## src/logic/ssi_pkg.sv

```systemverilog
/*
  ssi_pkg: constants, register map and lamp colours for the safe-state
  status indicator block.
  Assumes a 100 MHz system clock and a 32-bit APB register bus.
*/
package ssi_pkg;
  // timing
  localparam int CLK_HZ    = 100_000_000;
  localparam int MS_PER_S  = 1000;
  localparam int TFW_MS    = 4;
  localparam int BLINK_MS  = 250;
  // sizes
  localparam int NIN       = 8;
  localparam int NOUT      = 4;
  localparam int NCLK      = 2;
  localparam int NPAIR     = 2;
  localparam int CNT_W     = 26;
  localparam int BLK_W     = 26;
  localparam int DIAG_W    = NIN + NOUT + NCLK + 3;
  localparam int AW        = 8;
  // register byte offsets
  localparam logic [AW-1:0] A_MODE = 8'h00;
  localparam logic [AW-1:0] A_CFG  = 8'h04;
  localparam logic [AW-1:0] A_CMD  = 8'h08;
  localparam logic [AW-1:0] A_STAT = 8'h0c;
  localparam logic [AW-1:0] A_DIAG = 8'h10;
  // mode register bits
  localparam int M_LPWR  = 0;
  localparam int M_LTRF  = 1;
  localparam int M_SIFDN = 2;
  localparam int M_BOOT  = 3;
  localparam int M_FWUPD = 4;
  localparam int M_RDY   = 5;
  localparam int M_SPRES = 6;
  localparam int M_SRNG  = 7;
  localparam int M_ARNG  = 8;
  localparam int M_UNPAR = 9;
  localparam int M_PREJ  = 10;
  localparam int M_STRF  = 11;
  localparam int M_USER  = 12;
  localparam int M_CABLE = 13;
  localparam int M_WARN  = 14;
  localparam int M_ERR   = 15;
  localparam int MODE_W  = 16;
  // config register fields
  localparam int C_PAIR  = 0;
  localparam int C_FILT  = 8;
  localparam int FILT_W  = 8;
  // status register fields
  localparam int S_IMG   = 0;
  localparam int S_DRV   = 8;
  localparam int S_FATAL = 12;
  localparam int S_STEN  = 13;
  localparam int S_DREQ  = 14;

  typedef enum logic [1:0] {L_OFF, L_GRN, L_YEL, L_RED} ssi_lamp_e;
endpackage : ssi_pkg

```

## src/logic/ssi_blink_if.sv

```systemverilog
/*
  ssi_blink_if: carries the shared flash phase to every flashing lamp encoder.
  Assumes one driver (the blink divider) and any number of readers.
*/
`timescale 1ns/100ps
`default_nettype none
interface ssi_blink_if;
  logic phase;
  modport src (output phase);
  modport dst (input  phase);
endinterface : ssi_blink_if
`default_nettype wire

```

## src/logic/ssi_blink.sv

```systemverilog
/*
  ssi_blink: divides the system clock into the one flash phase that the
  link, ready, failure and safe lamps share.
  Assumes clk and synchronous active-high rst of the main block.
*/
`timescale 1ns/100ps
`default_nettype none
module ssi_blink
  import ssi_pkg::*;
#(
  parameter int HALF_CYC = BLINK_MS * (CLK_HZ / MS_PER_S)
) (
  // clock and reset
  input  wire logic clk,
  input  wire logic rst,
  // phase out
  ssi_blink_if.src  bl
);
  typedef struct packed {
    logic [BLK_W-1:0] cnt;
    logic             ph;
  } ssi_blk_s;

  ssi_blk_s s_q;
  ssi_blk_s s_d;

  always_comb begin
    s_d = s_q;
    if (s_q.cnt >= BLK_W'(HALF_CYC - 1)) begin
      s_d.cnt = '0;
      s_d.ph  = ~s_q.ph;
    end else begin
      s_d.cnt = s_q.cnt + 1'b1;
    end
  end

  always_ff @(posedge clk) begin
    if (rst) begin
      s_q <= '0;
    end else begin
      s_q <= s_d;
    end
  end

  assign bl.phase = s_q.ph;
endmodule : ssi_blink
`default_nettype wire

```

## src/logic/ssi_top.sv

```systemverilog
/*
  ssi_top: safe-state supervision and status lamps of an eight-input,
  four-output safety I/O module, with an APB register slave.
  Assumes pins arrive asynchronously and are synchronised here; rst is
  the power-up reset; firmware writes mode, config and output commands.
*/
`timescale 1ns/100ps
`default_nettype none
// Behaviour
// link lamp: steady green power only, green flash traffic, off, yellow/red flash when M_SIFDN is set
// ready lamp: green ready, yellow boot, yellow flash update, red, off no sensor
// ready lamp flashes green/red actuator range, green/yellow sensor range
// failure lamp flashes red when unparameterised or rejected, steady red on fatal error, else off
// fatal error: all channels safe, failure lamp steady, safe traffic blocked
// fatal state latched; only power-up reset clears it
// safe lamp green for clean traffic, green flash when user must act
// safe lamp off without traffic, steady red when power or cable missing; code shows red only on M_CABLE, not when M_LPWR is clear
// diagnosis lamp yellow on warning, red on error, off otherwise
// each input lamp green while its input is set
// output lamp green on, off off, red on output error
// safe state reports zero for all inputs in the image
// safe state switches all outputs off
// a faulty input forces only its own image bit to zero
// a faulty output is switched off
// two-channel pair: error on one channel switches partner off too
// short, cross, overload and clock-output faults are detected from pins
// every new error raises a diagnostic request to the controller
// internal self-tests stop while any error exists; code stops them only while errVec is set, not on latched fatal
// input processing time equals filter time plus 4 ms
// a recognised safety request is held until the controller took the image
// all flashing derives from one shared blink divider
module ssi_top
  import ssi_pkg::*;
#(
  parameter int MS_CYC    = CLK_HZ / MS_PER_S,
  parameter int TFW_CYC   = TFW_MS * MS_CYC,
  parameter int BLINK_CYC = BLINK_MS * MS_CYC
) (
  // clock and reset
  input  wire logic              clk,
  input  wire logic              rst,
  // apb slave
  input  wire logic [AW-1:0]     paddr,
  input  wire logic              psel,
  input  wire logic              penable,
  input  wire logic              pwrite,
  input  wire logic [31:0]       pwdata,
  output logic [31:0]            prdata,
  output logic                   pready,
  output logic                   pslverr,
  // field pins
  input  wire logic [NIN-1:0]    inRaw,
  input  wire logic [NIN-1:0]    inFault,
  input  wire logic [NOUT-1:0]   outFault,
  input  wire logic [NCLK-1:0]   clkOutFault,
  input  wire logic              fatalErr,
  // link side
  input  wire logic              imageTaken,
  input  wire logic              diagAck,
  output logic [NIN-1:0]         inImage,
  output logic                   diagReq,
  output logic [DIAG_W-1:0]      diagCode,
  output logic                   safeCommBlock,
  // actuators and self-test
  output logic [NOUT-1:0]        outDrive,
  output logic                   selfTestEn,
  // lamps
  output ssi_lamp_e              linkLamp,
  output ssi_lamp_e              readyLamp,
  output ssi_lamp_e              failureLamp,
  output ssi_lamp_e              safeLamp,
  output ssi_lamp_e              systemDiagLight,
  output logic [NIN-1:0]         inLamp,
  output ssi_lamp_e [NOUT-1:0]   outLamp
);
  typedef struct packed {
    logic [MODE_W-1:0]            mode;
    logic [NPAIR-1:0]             pair;
    logic [FILT_W-1:0]            filtMs;
    logic [NOUT-1:0]              cmd;
    logic [NIN-1:0]               r1, r2, f1, f2;
    logic [NOUT-1:0]              o1, o2;
    logic [NCLK-1:0]              c1, c2;
    logic [2:0]                   x1, x2;
    logic                         tk3, ak3;
    logic [NIN-1:0]               filt, hold, image;
    logic [NIN-1:0][CNT_W-1:0]    cnt;
    logic                         fatal;
    logic [DIAG_W-1:0]            errPrev, code;
    logic                         dreq;
    logic [NOUT-1:0]              drive;
    logic                         stEn;
    ssi_lamp_e                    lk, rd, fl, sc, dg;
    logic [NIN-1:0]               inL;
    ssi_lamp_e [NOUT-1:0]         outL;
    logic [31:0]                  rdata;
    logic                         slverr;
  } ssi_state_s;

  ssi_state_s s_q;
  ssi_state_s s_d;

  ssi_blink_if blk ();

  ssi_blink #(
    .HALF_CYC (BLINK_CYC)
  ) u_blink (
    .clk (clk),
    .rst (rst),
    .bl  (blk)
  );

  logic                 ph;
  logic                 safe;
  logic                 taken;
  logic                 acked;
  logic                 clkBad;
  logic [NOUT-1:0]      outErr;
  logic [DIAG_W-1:0]    errVec;
  logic [DIAG_W-1:0]    errNew;
  logic [CNT_W-1:0]     tIn;
  logic [NIN-1:0]       filtN;
  logic [NIN-1:0][CNT_W-1:0] cntN;
  logic                 setup;
  logic                 wrAcc;
  logic                 mapped;

  assign ph     = blk.phase;
  assign taken  = s_q.x2[1] & ~s_q.tk3;
  assign acked  = s_q.x2[2] & ~s_q.ak3;
  assign clkBad = |s_q.c2;
  assign safe   = s_q.fatal | s_q.mode[M_UNPAR] | s_q.mode[M_PREJ];
  assign tIn    = CNT_W'(s_q.filtMs * MS_CYC + TFW_CYC);

  // per-input debounce over the processing time
  for (genvar i = 0; i < NIN; i++) begin : g_in
    logic diff;
    logic done;
    assign diff     = s_q.r2[i] != s_q.filt[i];
    assign done     = (s_q.cnt[i] + 1'b1) >= tIn;
    assign filtN[i] = (diff && done) ? s_q.r2[i] : s_q.filt[i];
    assign cntN[i]  = (diff && !done) ? s_q.cnt[i] + 1'b1 : '0;
  end

  // partner of a two-channel pair shares the error
  for (genvar j = 0; j < NOUT; j++) begin : g_out
    assign outErr[j] = s_q.o2[j] | (s_q.pair[j/2] & s_q.o2[j^1]);
  end

  assign errVec = {s_q.f2, s_q.o2, s_q.c2, s_q.x2[0],
                   s_q.mode[M_UNPAR], s_q.mode[M_PREJ]};
  assign errNew = errVec & ~s_q.errPrev;
  assign setup  = psel & ~penable;
  assign wrAcc  = psel & penable & pwrite;
  assign mapped = (paddr == A_MODE) || (paddr == A_CFG) ||
                  (paddr == A_CMD) || (paddr == A_STAT) || (paddr == A_DIAG);

  always_comb begin
    s_d = s_q;
    // two-flop synchronisers
    s_d.r1  = inRaw;
    s_d.r2  = s_q.r1;
    s_d.f1  = inFault;
    s_d.f2  = s_q.f1;
    s_d.o1  = outFault;
    s_d.o2  = s_q.o1;
    s_d.c1  = clkOutFault;
    s_d.c2  = s_q.c1;
    s_d.x1  = {diagAck, imageTaken, fatalErr};
    s_d.x2  = s_q.x1;
    s_d.tk3 = s_q.x2[1];
    s_d.ak3 = s_q.x2[2];
    s_d.filt = filtN;
    s_d.cnt  = cntN;
    // fatal latch, no clear path except reset
    s_d.fatal = s_q.fatal | s_q.x2[0];
    // safety request stretch, set beats the clear
    for (int k = 0; k < NIN; k++) begin
      if (s_q.filt[k] && !filtN[k]) begin
        s_d.hold[k] = 1'b1;
      end else if (taken) begin
        s_d.hold[k] = 1'b0;
      end
    end
    s_d.image = s_q.filt & ~s_q.hold & ~s_q.f2;
    if (safe || clkBad) begin
      s_d.image = '0;
    end
    s_d.drive = safe ? '0 : (s_q.cmd & ~outErr);
    s_d.stEn  = ~|errVec;
    // diagnostic request, a new error wins over the ack
    s_d.errPrev = errVec;
    if (|errNew) begin
      s_d.dreq = 1'b1;
      s_d.code = errVec;
    end else if (acked) begin
      s_d.dreq = 1'b0;
    end
    // link lamp
    if (s_q.mode[M_SIFDN]) begin
      s_d.lk = ph ? L_YEL : L_RED;
    end else if (!s_q.mode[M_LPWR]) begin
      s_d.lk = L_OFF;
    end else if (s_q.mode[M_LTRF]) begin
      s_d.lk = ph ? L_GRN : L_OFF;
    end else begin
      s_d.lk = L_GRN;
    end
    // ready lamp
    if (!s_q.mode[M_SPRES]) begin
      s_d.rd = L_OFF;
    end else if (s_q.mode[M_BOOT]) begin
      s_d.rd = L_YEL;
    end else if (s_q.mode[M_FWUPD]) begin
      s_d.rd = ph ? L_YEL : L_OFF;
    end else if (s_q.mode[M_ARNG]) begin
      s_d.rd = ph ? L_GRN : L_RED;
    end else if (s_q.mode[M_SRNG]) begin
      s_d.rd = ph ? L_GRN : L_YEL;
    end else if (s_q.mode[M_RDY]) begin
      s_d.rd = L_GRN;
    end else begin
      s_d.rd = L_RED;
    end
    // failure lamp
    if (s_q.fatal) begin
      s_d.fl = L_RED;
    end else if (s_q.mode[M_UNPAR] || s_q.mode[M_PREJ]) begin
      s_d.fl = ph ? L_RED : L_OFF;
    end else begin
      s_d.fl = L_OFF;
    end
    // safe communication lamp
    if (s_q.mode[M_CABLE]) begin
      s_d.sc = L_RED;
    end else if (s_q.fatal || !s_q.mode[M_STRF]) begin
      s_d.sc = L_OFF;
    end else if (s_q.mode[M_USER]) begin
      s_d.sc = ph ? L_GRN : L_OFF;
    end else begin
      s_d.sc = L_GRN;
    end
    // system diagnosis lamp
    if (s_q.mode[M_ERR]) begin
      s_d.dg = L_RED;
    end else if (s_q.mode[M_WARN]) begin
      s_d.dg = L_YEL;
    end else begin
      s_d.dg = L_OFF;
    end
    s_d.inL = s_q.filt;
    for (int k = 0; k < NOUT; k++) begin
      if (outErr[k]) begin
        s_d.outL[k] = L_RED;
      end else if (s_q.drive[k]) begin
        s_d.outL[k] = L_GRN;
      end else begin
        s_d.outL[k] = L_OFF;
      end
    end
    // apb: read data and error captured in the setup cycle
    if (setup) begin
      s_d.slverr = ~mapped;
      s_d.rdata  = '0;
      case (paddr)
        A_MODE:  s_d.rdata = 32'(s_q.mode);
        A_CFG:   s_d.rdata = 32'({s_q.filtMs, 6'h00, s_q.pair});
        A_CMD:   s_d.rdata = 32'(s_q.cmd);
        A_STAT:  s_d.rdata = 32'({s_q.dreq, s_q.stEn, s_q.fatal,
                                  s_q.drive, s_q.image});
        A_DIAG:  s_d.rdata = 32'(s_q.code);
        default: s_d.rdata = '0;
      endcase
    end
    if (wrAcc) begin
      case (paddr)
        A_MODE: s_d.mode = pwdata[MODE_W-1:0];
        A_CFG: begin
          s_d.pair   = pwdata[C_PAIR +: NPAIR];
          s_d.filtMs = pwdata[C_FILT +: FILT_W];
        end
        A_CMD:   s_d.cmd = pwdata[NOUT-1:0];
        default: s_d.cmd = s_q.cmd;
      endcase
    end
  end

  always_ff @(posedge clk) begin
    if (rst) begin
      s_q <= '0;
    end else begin
      s_q <= s_d;
    end
  end

  assign pready        = psel & penable;
  assign prdata        = s_q.rdata;
  assign pslverr       = s_q.slverr & psel & penable;
  assign inImage       = s_q.image;
  assign diagReq       = s_q.dreq;
  assign diagCode      = s_q.code;
  assign safeCommBlock = s_q.fatal;
  assign outDrive      = s_q.drive;
  assign selfTestEn    = s_q.stEn;
  assign linkLamp      = s_q.lk;
  assign readyLamp     = s_q.rd;
  assign failureLamp   = s_q.fl;
  assign safeLamp      = s_q.sc;
  assign systemDiagLight = s_q.dg;
  assign inLamp        = s_q.inL;
  assign outLamp       = s_q.outL;
endmodule : ssi_top
`default_nettype wire

```

## config.mk

```make
export PLATFORM = sky130hd
export DESIGN_NAME = ssi_top
export DESIGN_NICKNAME = d
export VERILOG_FILES = /design/src/logic/ssi_pkg.sv /design/src/logic/ssi_blink_if.sv /design/src/logic/ssi_blink.sv /design/src/logic/ssi_top.sv
export SDC_FILE = /design/constraint.sdc
export NUM_CORES = 1
export LEC_CHECK = 0
export ABC_AREA = 1
export BUFFER_PORTS_ARGS = -buffer_cell sky130_fd_sc_hd__buf_2
export CORE_MARGIN = 2
export CORE_UTILIZATION = 41
export CTS_BUF_LIST = sky130_fd_sc_hd__clkbuf_4
export DETAILED_ROUTE_END_ITERATION = 16
export SLEW_MARGIN = 30
export SYNTH_ARGS = -nofsm -noshare
export SYNTH_HDL_FRONTEND = slang
export SYNTH_SLANG_ARGS = --single-unit
```

## constraint.sdc

```tcl
create_clock -name clk -period 7.1 [get_ports clk]
set_input_delay 0.71 -clock clk [delete_from_list [all_inputs] [get_ports clk]]
set_output_delay 0.71 -clock clk [all_outputs]
set_load 0.01 [all_outputs]
```

==> run_results.csv, run 1 <==
group,metric,value,unit
sta,worstMarginPinSlew,0.8242,ns
worst_hold_path,hold_start,"inRaw[3]",
floorplan,ios,162,
sta,rsz0062_at_grt,"false",
synthesis,synth_ff_type,"dfxtp_1",
final_layout,final_cell_count_no_fill,4490,
synthesis,ys_ff_latch,425,
final_layout,area_growth_syn_to_layout,9.851,%
drt,vias_per_cell,4.660,
synthesis,ys.warnings.count,0,
floorplan,initial_core_util,41.29,%
clocking,cts_tree,"done",
setup_path,required,7.87,ns
clocking,root_buffer,"clkbuf_4",
sta,fin_crit,6.423,ns
synthesis,synth.distinct_cells,61,
setup_path,critPathLaunchType,"flop",
grt,track_usage,18.99,%
setup_path,cpMostUsedCell,"nand2_1",
clocking,cts_setup_buffers,0,
final_layout,register_area,0.008508,mm²
setup_path,worstPathArrival,7.19,ns
clocking,cts_buffer_depth,3,
placement,gp_congestion,0.8604,
floorplan,num_rows,92,
sta,finalSetupViolations,0,
sta,timing.final.ws_setup,0.6768,ns
run_status,outcome,"finished, final reports clean",
clocking,cts_sinks,425,
setup_path,path_class,"reg2reg",
drt,wl_per_cell,13.81,µm
setup_path,cpPeakStageDelay,0.51,ns
floorplan,die_h,255.6,µm
floorplan,die_area,0.06532,mm²
placement,dpl.hpwl,45.49,mm
synthesis,syn_area_per_cell,7.664,µm²
placement,pre_cts_ws,0.6869,ns
synthesis,synth_top_area_share,32.79,%
final_layout,drive_gt1_share,16.62,%
grt,antenna_found_initial,1,
synthesis,ys_async_sr_fraction,0,%
setup_path,reg2reg_depth,35,
final_layout,multiInputGateArea,0.01420,mm²
power_and_ir_drop,total_power,0.004760,W
clocking,htreeDepth,3,
sta,fin_skew,0.08399,ns
synthesis,netlist_top_cells_area,"dfxtp_1, ha_1, inv_1",
worst_hold_path,min_to,"s_d[371]",
sta,fmax,0.1557,GHz
clocking,clk_latency,0.93,ns
job,max_cap_viol_count,0,
synthesis,seq_area_frac_synth,32.79,%
final_layout,n_fill_cell,6426,
grt,grt_max_degree,78,
grt,first_global_vias,20060,
power_and_ir_drop,p_leak,13.02,nW
power_and_ir_drop,power_density,167.0,mW/mm²
synthesis,synth_edf_count,0,
grt,grt_pass1_wl,101.2,mm
setup_path,cp-end-kind,"flop",
power_and_ir_drop,irDropWorstVdd,152.4,µV
setup_path,r2r_slack,0.68,ns
setup_path,r2r-start,"s_q[390]",
clocking,cts_inserted_buffers,114,
placement,portBuffers,130,
drt,antenna_left,0,
setup_path,crit_slowest_cell,"nand3_4",
drt,drc,0,
setup_path,worst-path-max-fanout,26,
synthesis,yosysTopAreaCell,"dfxtp_1",
sta,hold_violations,0,
worst_hold_path,min_path_cells,3,
sta,report.final.slew_viol_count,0,
sta,timing.hold.ws,0.07716,ns
clocking,clk_pin_slew,0.07,ns
placement,placedCellCount,4261,
sta,finalCritPeriodShare,90.47,%
final_layout,mostFrequentLayoutCells,"inv_1, nand2_1, dfxtp_1, nor2_1, ha_1",
floorplan,dieWidth,255.6,µm
floorplan,coreArea,0.06285,mm²
final_layout,final_nets,3842,
drt,vias,20920,
grt,overflow,0,
sta,setup_tns,0,ns
drt,postRouteWirelength,61.99,mm
setup_path,rr_endpoint,"s_q[232]",
final_layout,mostFrequentLayoutCell,"inv_1",
synthesis,syn_inst,3386,
drt,drtIter0Drc,1160,
drt,dr.pass1.iters,6,
sta,slew_headroom,44.92,%
worst_hold_path,hp-class,"in2reg",
synthesis,synth_area,0.02595,mm²
Yosys cell counts (all sizes together) (3+ instances only):
cell type  count
clkbuf        33
nor3          78
or2           17
o211ai         5
nor2         572
dfxtp        425
nand3        186
o21bai        12
nand2        569
clkinv         3
nand4         65
a221oi         9
o22ai          8
o21ai        113
o21a           4
buf          107
a21oi        144
ha           199
inv          576
a211oi         6
nor4          35
xor2         142
nand3b         3
xnor2         22
a31oi          5
and3           5
fa            12
o221ai         3
nor3b         12
stage by stage:
step	utilization (%)	area (µm²)
2_1_floorplan	-	26010
5_1_grt	45.36	28510
3_5_place_dp	42.61	26780
4_1_cts	45.34	28500
6_report	45.36	28510
3_3_place_gp	42.61	26780
registers in the layout, indices dropped and copies added, names as in the netlist:
register and cells:
failureLamp 1, inImage 8, safeLamp 2, prdata 17, inLamp 8, u_blink.bl.phase 1, outLamp 8, linkLamp 2
selfTestEn 1, s_q 272, diagReq 1, safeCommBlock 1, errVec 17, readyLamp 2, s_d 35, systemDiagLight 2
outDrive 4, u_blink.s_q 26, diagCode 17
critical path, delay by kind of cell, from the launching register on:
kind	cells	cell delay, ns
AOI/OAI and AO/OA	3	0.46
adders and majority gates	6	2.43
buffers and inverters	7	0.38
DFF	1	0.48
and+or+nand+nor	19	2.49
worst max path at each step:
| stage | slack, ns | cells past startpoint | from | end |
|---|---|---|---|---|
| after detailed placement | 0.69 | 35 | s_q[390] | s_q[232] |
| after global routing | 0.11 | 35 | s_q[390] | s_q[102] |
| after floorplan | 1.95 | 34 | s_q[390] | s_q[244] |
| final | 0.68 | 35 | s_q[390] | s_q[232] |
| after CTS | 0.63 | 35 | s_q[390] | s_q[232] |
| after global placement | 0.74 | 35 | s_q[390] | s_q[232] |
routing by layer:
metal | up-vias | track usage, % | part of all wire, %
li1 | 11060 | - | -
met1 | 9406 | 24.08 | 46
met2 | 356 | 32.16 | 46
met3 | 102 | 3.654 | 4.8
met4 | 0 | 6.660 | 2.4
met5 | - | 0 | 0
timing repair:
item,4_1_cts,5_1_grt
hold endpoints to repair,31,0
hold buffers,30,0
resized for setup,0,0
kinds of logic (layout without fill, tap and decap cells):
logic type      after synthesis  in the layout  synth area share (%)
compound gates              319            319                 6.861
xor+xnor                    164            164                 5.680
fa+ha+maj                   211            211                 10.52
buf+inv                     719            959                 12.74
flops                       425            425                 32.79
other cells                   1             19               0.01445
simple gates               1547           1547                 31.40
final cells by class:
type,instances,share of cell area (%)
Tap cell,846,3.713
Inverter,579,7.624
Clock buffer,161,4.240
Sequential cell,425,29.85
Clock inverter,35,0.7242
Antenna cell,3,0.02634
Multi-Input combinational cell,2257,49.80
Timing Repair Buffer,184,4.021
power breakdown:
| group | internal (W) | switching [W] |
|---|---|---|
| combinational | 0.0000575 | 0.000115 |
| sequential | 0.00241 | 0.0000193 |
| clock | 0.00109 | 0.00107 |
| total | 0.00356 | 0.00120 |
(Power assumes the default switching activity.)
==> run 2: changes to the inputs <==
--- a/config.mk
+++ b/config.mk
@@ -14,4 +14,5 @@
 export SLEW_MARGIN = 30
 export SYNTH_ARGS = -nofsm -noshare
 export SYNTH_HDL_FRONTEND = slang
+export SYNTH_HIERARCHICAL = 1
 export SYNTH_SLANG_ARGS = --single-unit
==> run 2 against run 1 <==
Net effect: hold slack got worse by 0.0012 ns; synthesized area fell by 2.8%; sequential power is essentially flat; worst setup slack improved by 0.18 ns; total power up 0.66%.
==> run_results.csv, run 2 <==
group,metric,value,unit
drt,drc,0,
clocking,cts_buffer_depth,3,
synthesis,ys_ff_latch,425,
drt,antenna_left,0,
power_and_ir_drop,irDropWorstVdd,120.6,µV
floorplan,die_area,0.06351,mm²
floorplan,initial_core_util,41.63,%
final_layout,area_growth_syn_to_layout,10.48,%
final_layout,final_nets,3909,
sta,worstMarginPinSlew,1.035,ns
placement,dpl.hpwl,47.85,mm
clocking,root_buffer,"clkbuf_4",
drt,vias,21510,
setup_path,crit_slowest_cell,"fa_1",
drt,dr.pass1.iters,5,
sta,finalSetupViolations,0,
final_layout,largest_reg_flops,272,
setup_path,path_delay_family,"adder cells",
setup_path,endpoint,"s_q[131]",
clocking,cts_inserted_buffers,119,
setup_path,reg2reg_depth,35,
setup_path,worstPathArrival,7.09,ns
setup_path,path_class,"reg2reg",
sta,fin_skew,0.06754,ns
floorplan,num_rows,90,
synthesis,synth_common_cells,"nand2_1, inv_1, nor2_1",
synthesis,synth_edf_count,0,
setup_path,r2r-start,"s_q[390]",
clocking,htreeDepth,3,
clocking,cts_resized,0,
synthesis,synth_area,0.02522,mm²
synthesis,syn_inst,3452,
sta,setup_tns,0,ns
clocking,clk_pin_slew,0.07,ns
synthesis,seq_area_frac_synth,33.74,%
setup_path,cp-startpoint,"s_q[390]",
sta,fmax,0.1601,GHz
floorplan,ios,162,
grt,grt_max_degree,66,
setup_path,required,7.94,ns
setup_path,cp-end-kind,"flop",
placement,portBuffers,130,
setup_path,worst-path-stages,35,
placement,gp_congestion,0.8919,
setup_path,rr_endpoint,"s_q[131]",
synthesis,syn_area_per_cell,7.306,µm²
setup_path,cpPeakStageDelay,0.49,ns
setup_path,r2r_slack,0.85,ns
synthesis,yosysMostFrequentCell,"nand2_1",
floorplan,die_h,252.0,µm
sta,fin_crit,6.246,ns
setup_path,worst-path-max-fanout,21,
sta,report.final.slew_viol_count,0,
final_layout,mostFrequentLayoutCell,"nand2_1",
final_layout,drive_gt1_share,13.58,%
sta,rsz0062_at_grt,"false",
final_layout,mostFrequentLayoutCells,"nand2_1, inv_1, nor2_1, dfxtp_1, ha_1",
clocking,cts_hold_buf,31,
synthesis,ys_async_sr_fraction,0,%
sta,hold_violations,0,
synthesis,synth_ff_type,"dfxtp_1",
sta,finalCritPeriodShare,87.98,%
synthesis,yosysTopAreaCell,"dfxtp_1",
drt,postRouteWirelength,64.84,mm
final_layout,top_register,"s_q",
grt,first_global_vias,19960,
power_and_ir_drop,total_power,0.004792,W
grt,track_usage,20.29,%
floorplan,coreArea,0.06058,mm²
setup_path,cpMostUsedCell,"nand2_1",
run_status,outcome,"finished, final reports clean",
sta,slew_headroom,30.81,%
setup_path,critPathLaunchType,"flop",
clocking,clk_latency,0.93,ns
job,max_cap_viol_count,0,
worst_hold_path,hp-class,"in2reg",
drt,vias_per_cell,4.773,
clocking,cts_sinks,425,
grt,overflow,0,
clocking,cts_tree,"done",
grt,grt_pass1_wl,102.5,mm
drt,drtIter0Drc,1178,
power_and_ir_drop,p_leak,12.81,nW
grt,antenna_found_initial,5,
synthesis,ys.warnings.count,6,
synthesis,synth.distinct_cells,61,
clocking,cts_setup_buffers,0,
floorplan,dieWidth,252.0,µm
synthesis,synth_top_area_share,33.74,%
setup_path,critPathBufInv,5,
synthesis,netlist_top_cells_area,"dfxtp_1, ha_1, nand2_1",
power_and_ir_drop,power_density,172.0,mW/mm²
drt,wl_per_cell,14.39,µm
-- run 2: changes by cell type after synthesis, sizes merged, moves of 9 or more --
cell   previous run  this run
nand2           569       656
or2              17         8
xor2            142       131
nor2            572       585
nand3           186       177
nand4            65        75
inv             576       556
-- run 2: stage by stage --
stage / setup WS, ns / hold WS (ns) / area (µm²) / util, % / cells
2_1_floorplan: 1.810 / 0.3883 / 25270 / - / 3466
3_3_place_gp: 0.8988 / 0.3892 / 26050 / 43.00 / 4258
3_5_place_dp: 0.8365 / 0.3959 / 26050 / 43.00 / 4258
4_1_cts: 0.7968 / 0.005962 / 27830 / 45.94 / 4494
5_1_grt: 0.3157 / -0.03093 / 27860 / 45.99 / 4504
6_report: 0.8537 / 0.07594 / 27860 / 45.99 / 4506
-- run 2: area by class of cell --
cell class	instances	area (µm²)
sequential	425	8508
clock inverter	43	254.0
timing repair buffer	182	1121
fill	6341	32720
tap	782	978.4
inverter	559	2098
antenna	12	30.03
clock buffer	162	1216
multi-input combinational	2341	13660
-- run 2: power breakdown --
part | switching [W] | internal [W] | leakage [nW]
clock network | 0.00109 | 0.00111 | 0.870
registers | 0.0000215 | 0.00241 | 3.44
logic | 0.000107 | 0.0000567 | 8.50
-- run 2: how the worst min path moves through the flow --
stage | cells past startpoint | slack [ns] | from | to
after CTS | 3 | 0.006 | pwdata[8] | s_q[406]
after global placement | 2 | 0.39 | s_d[334] | errVec[2]
after floorplan | 2 | 0.39 | s_d[353] | errVec[10]
final | 3 | 0.08 | pwdata[0] | s_q[384]
after global routing | 3 | -0.03 | pwdata[8] | s_q[406]
after detailed placement | 2 | 0.40 | s_d[334] | errVec[2]
-- run 2: cell families after synthesis --
group	Yosys count	share of synthesized area [%]
flip-flops	425	33.74
XOR/XNOR	161	5.695
adder cells (fa/ha/maj)	211	10.83
AND/OR/NAND/NOR	1636	29.90
AO/OA/AOI/OAI	317	7.491
buffers and inverters	700	12.33
other	2	0.02978
-- run 2: routing by layer --
metal	up-vias	track usage (%)	part of all wire, %
met4	0	6.695	2.5
met5	-	0	0
met3	115	3.910	5.6
li1	11310	-	-
met2	442	32.10	45
met1	9645	27.73	47
-- run 2: worst reg2reg max path, delay by kind of cell, from the launching register on --
family          cells  cell delay, ns
flops               1            0.30
simple gates       22            2.24
buf+inv             5            0.92
fa+ha+maj           6            2.32
xor+xnor            1            0.15
compound gates      1            0.24
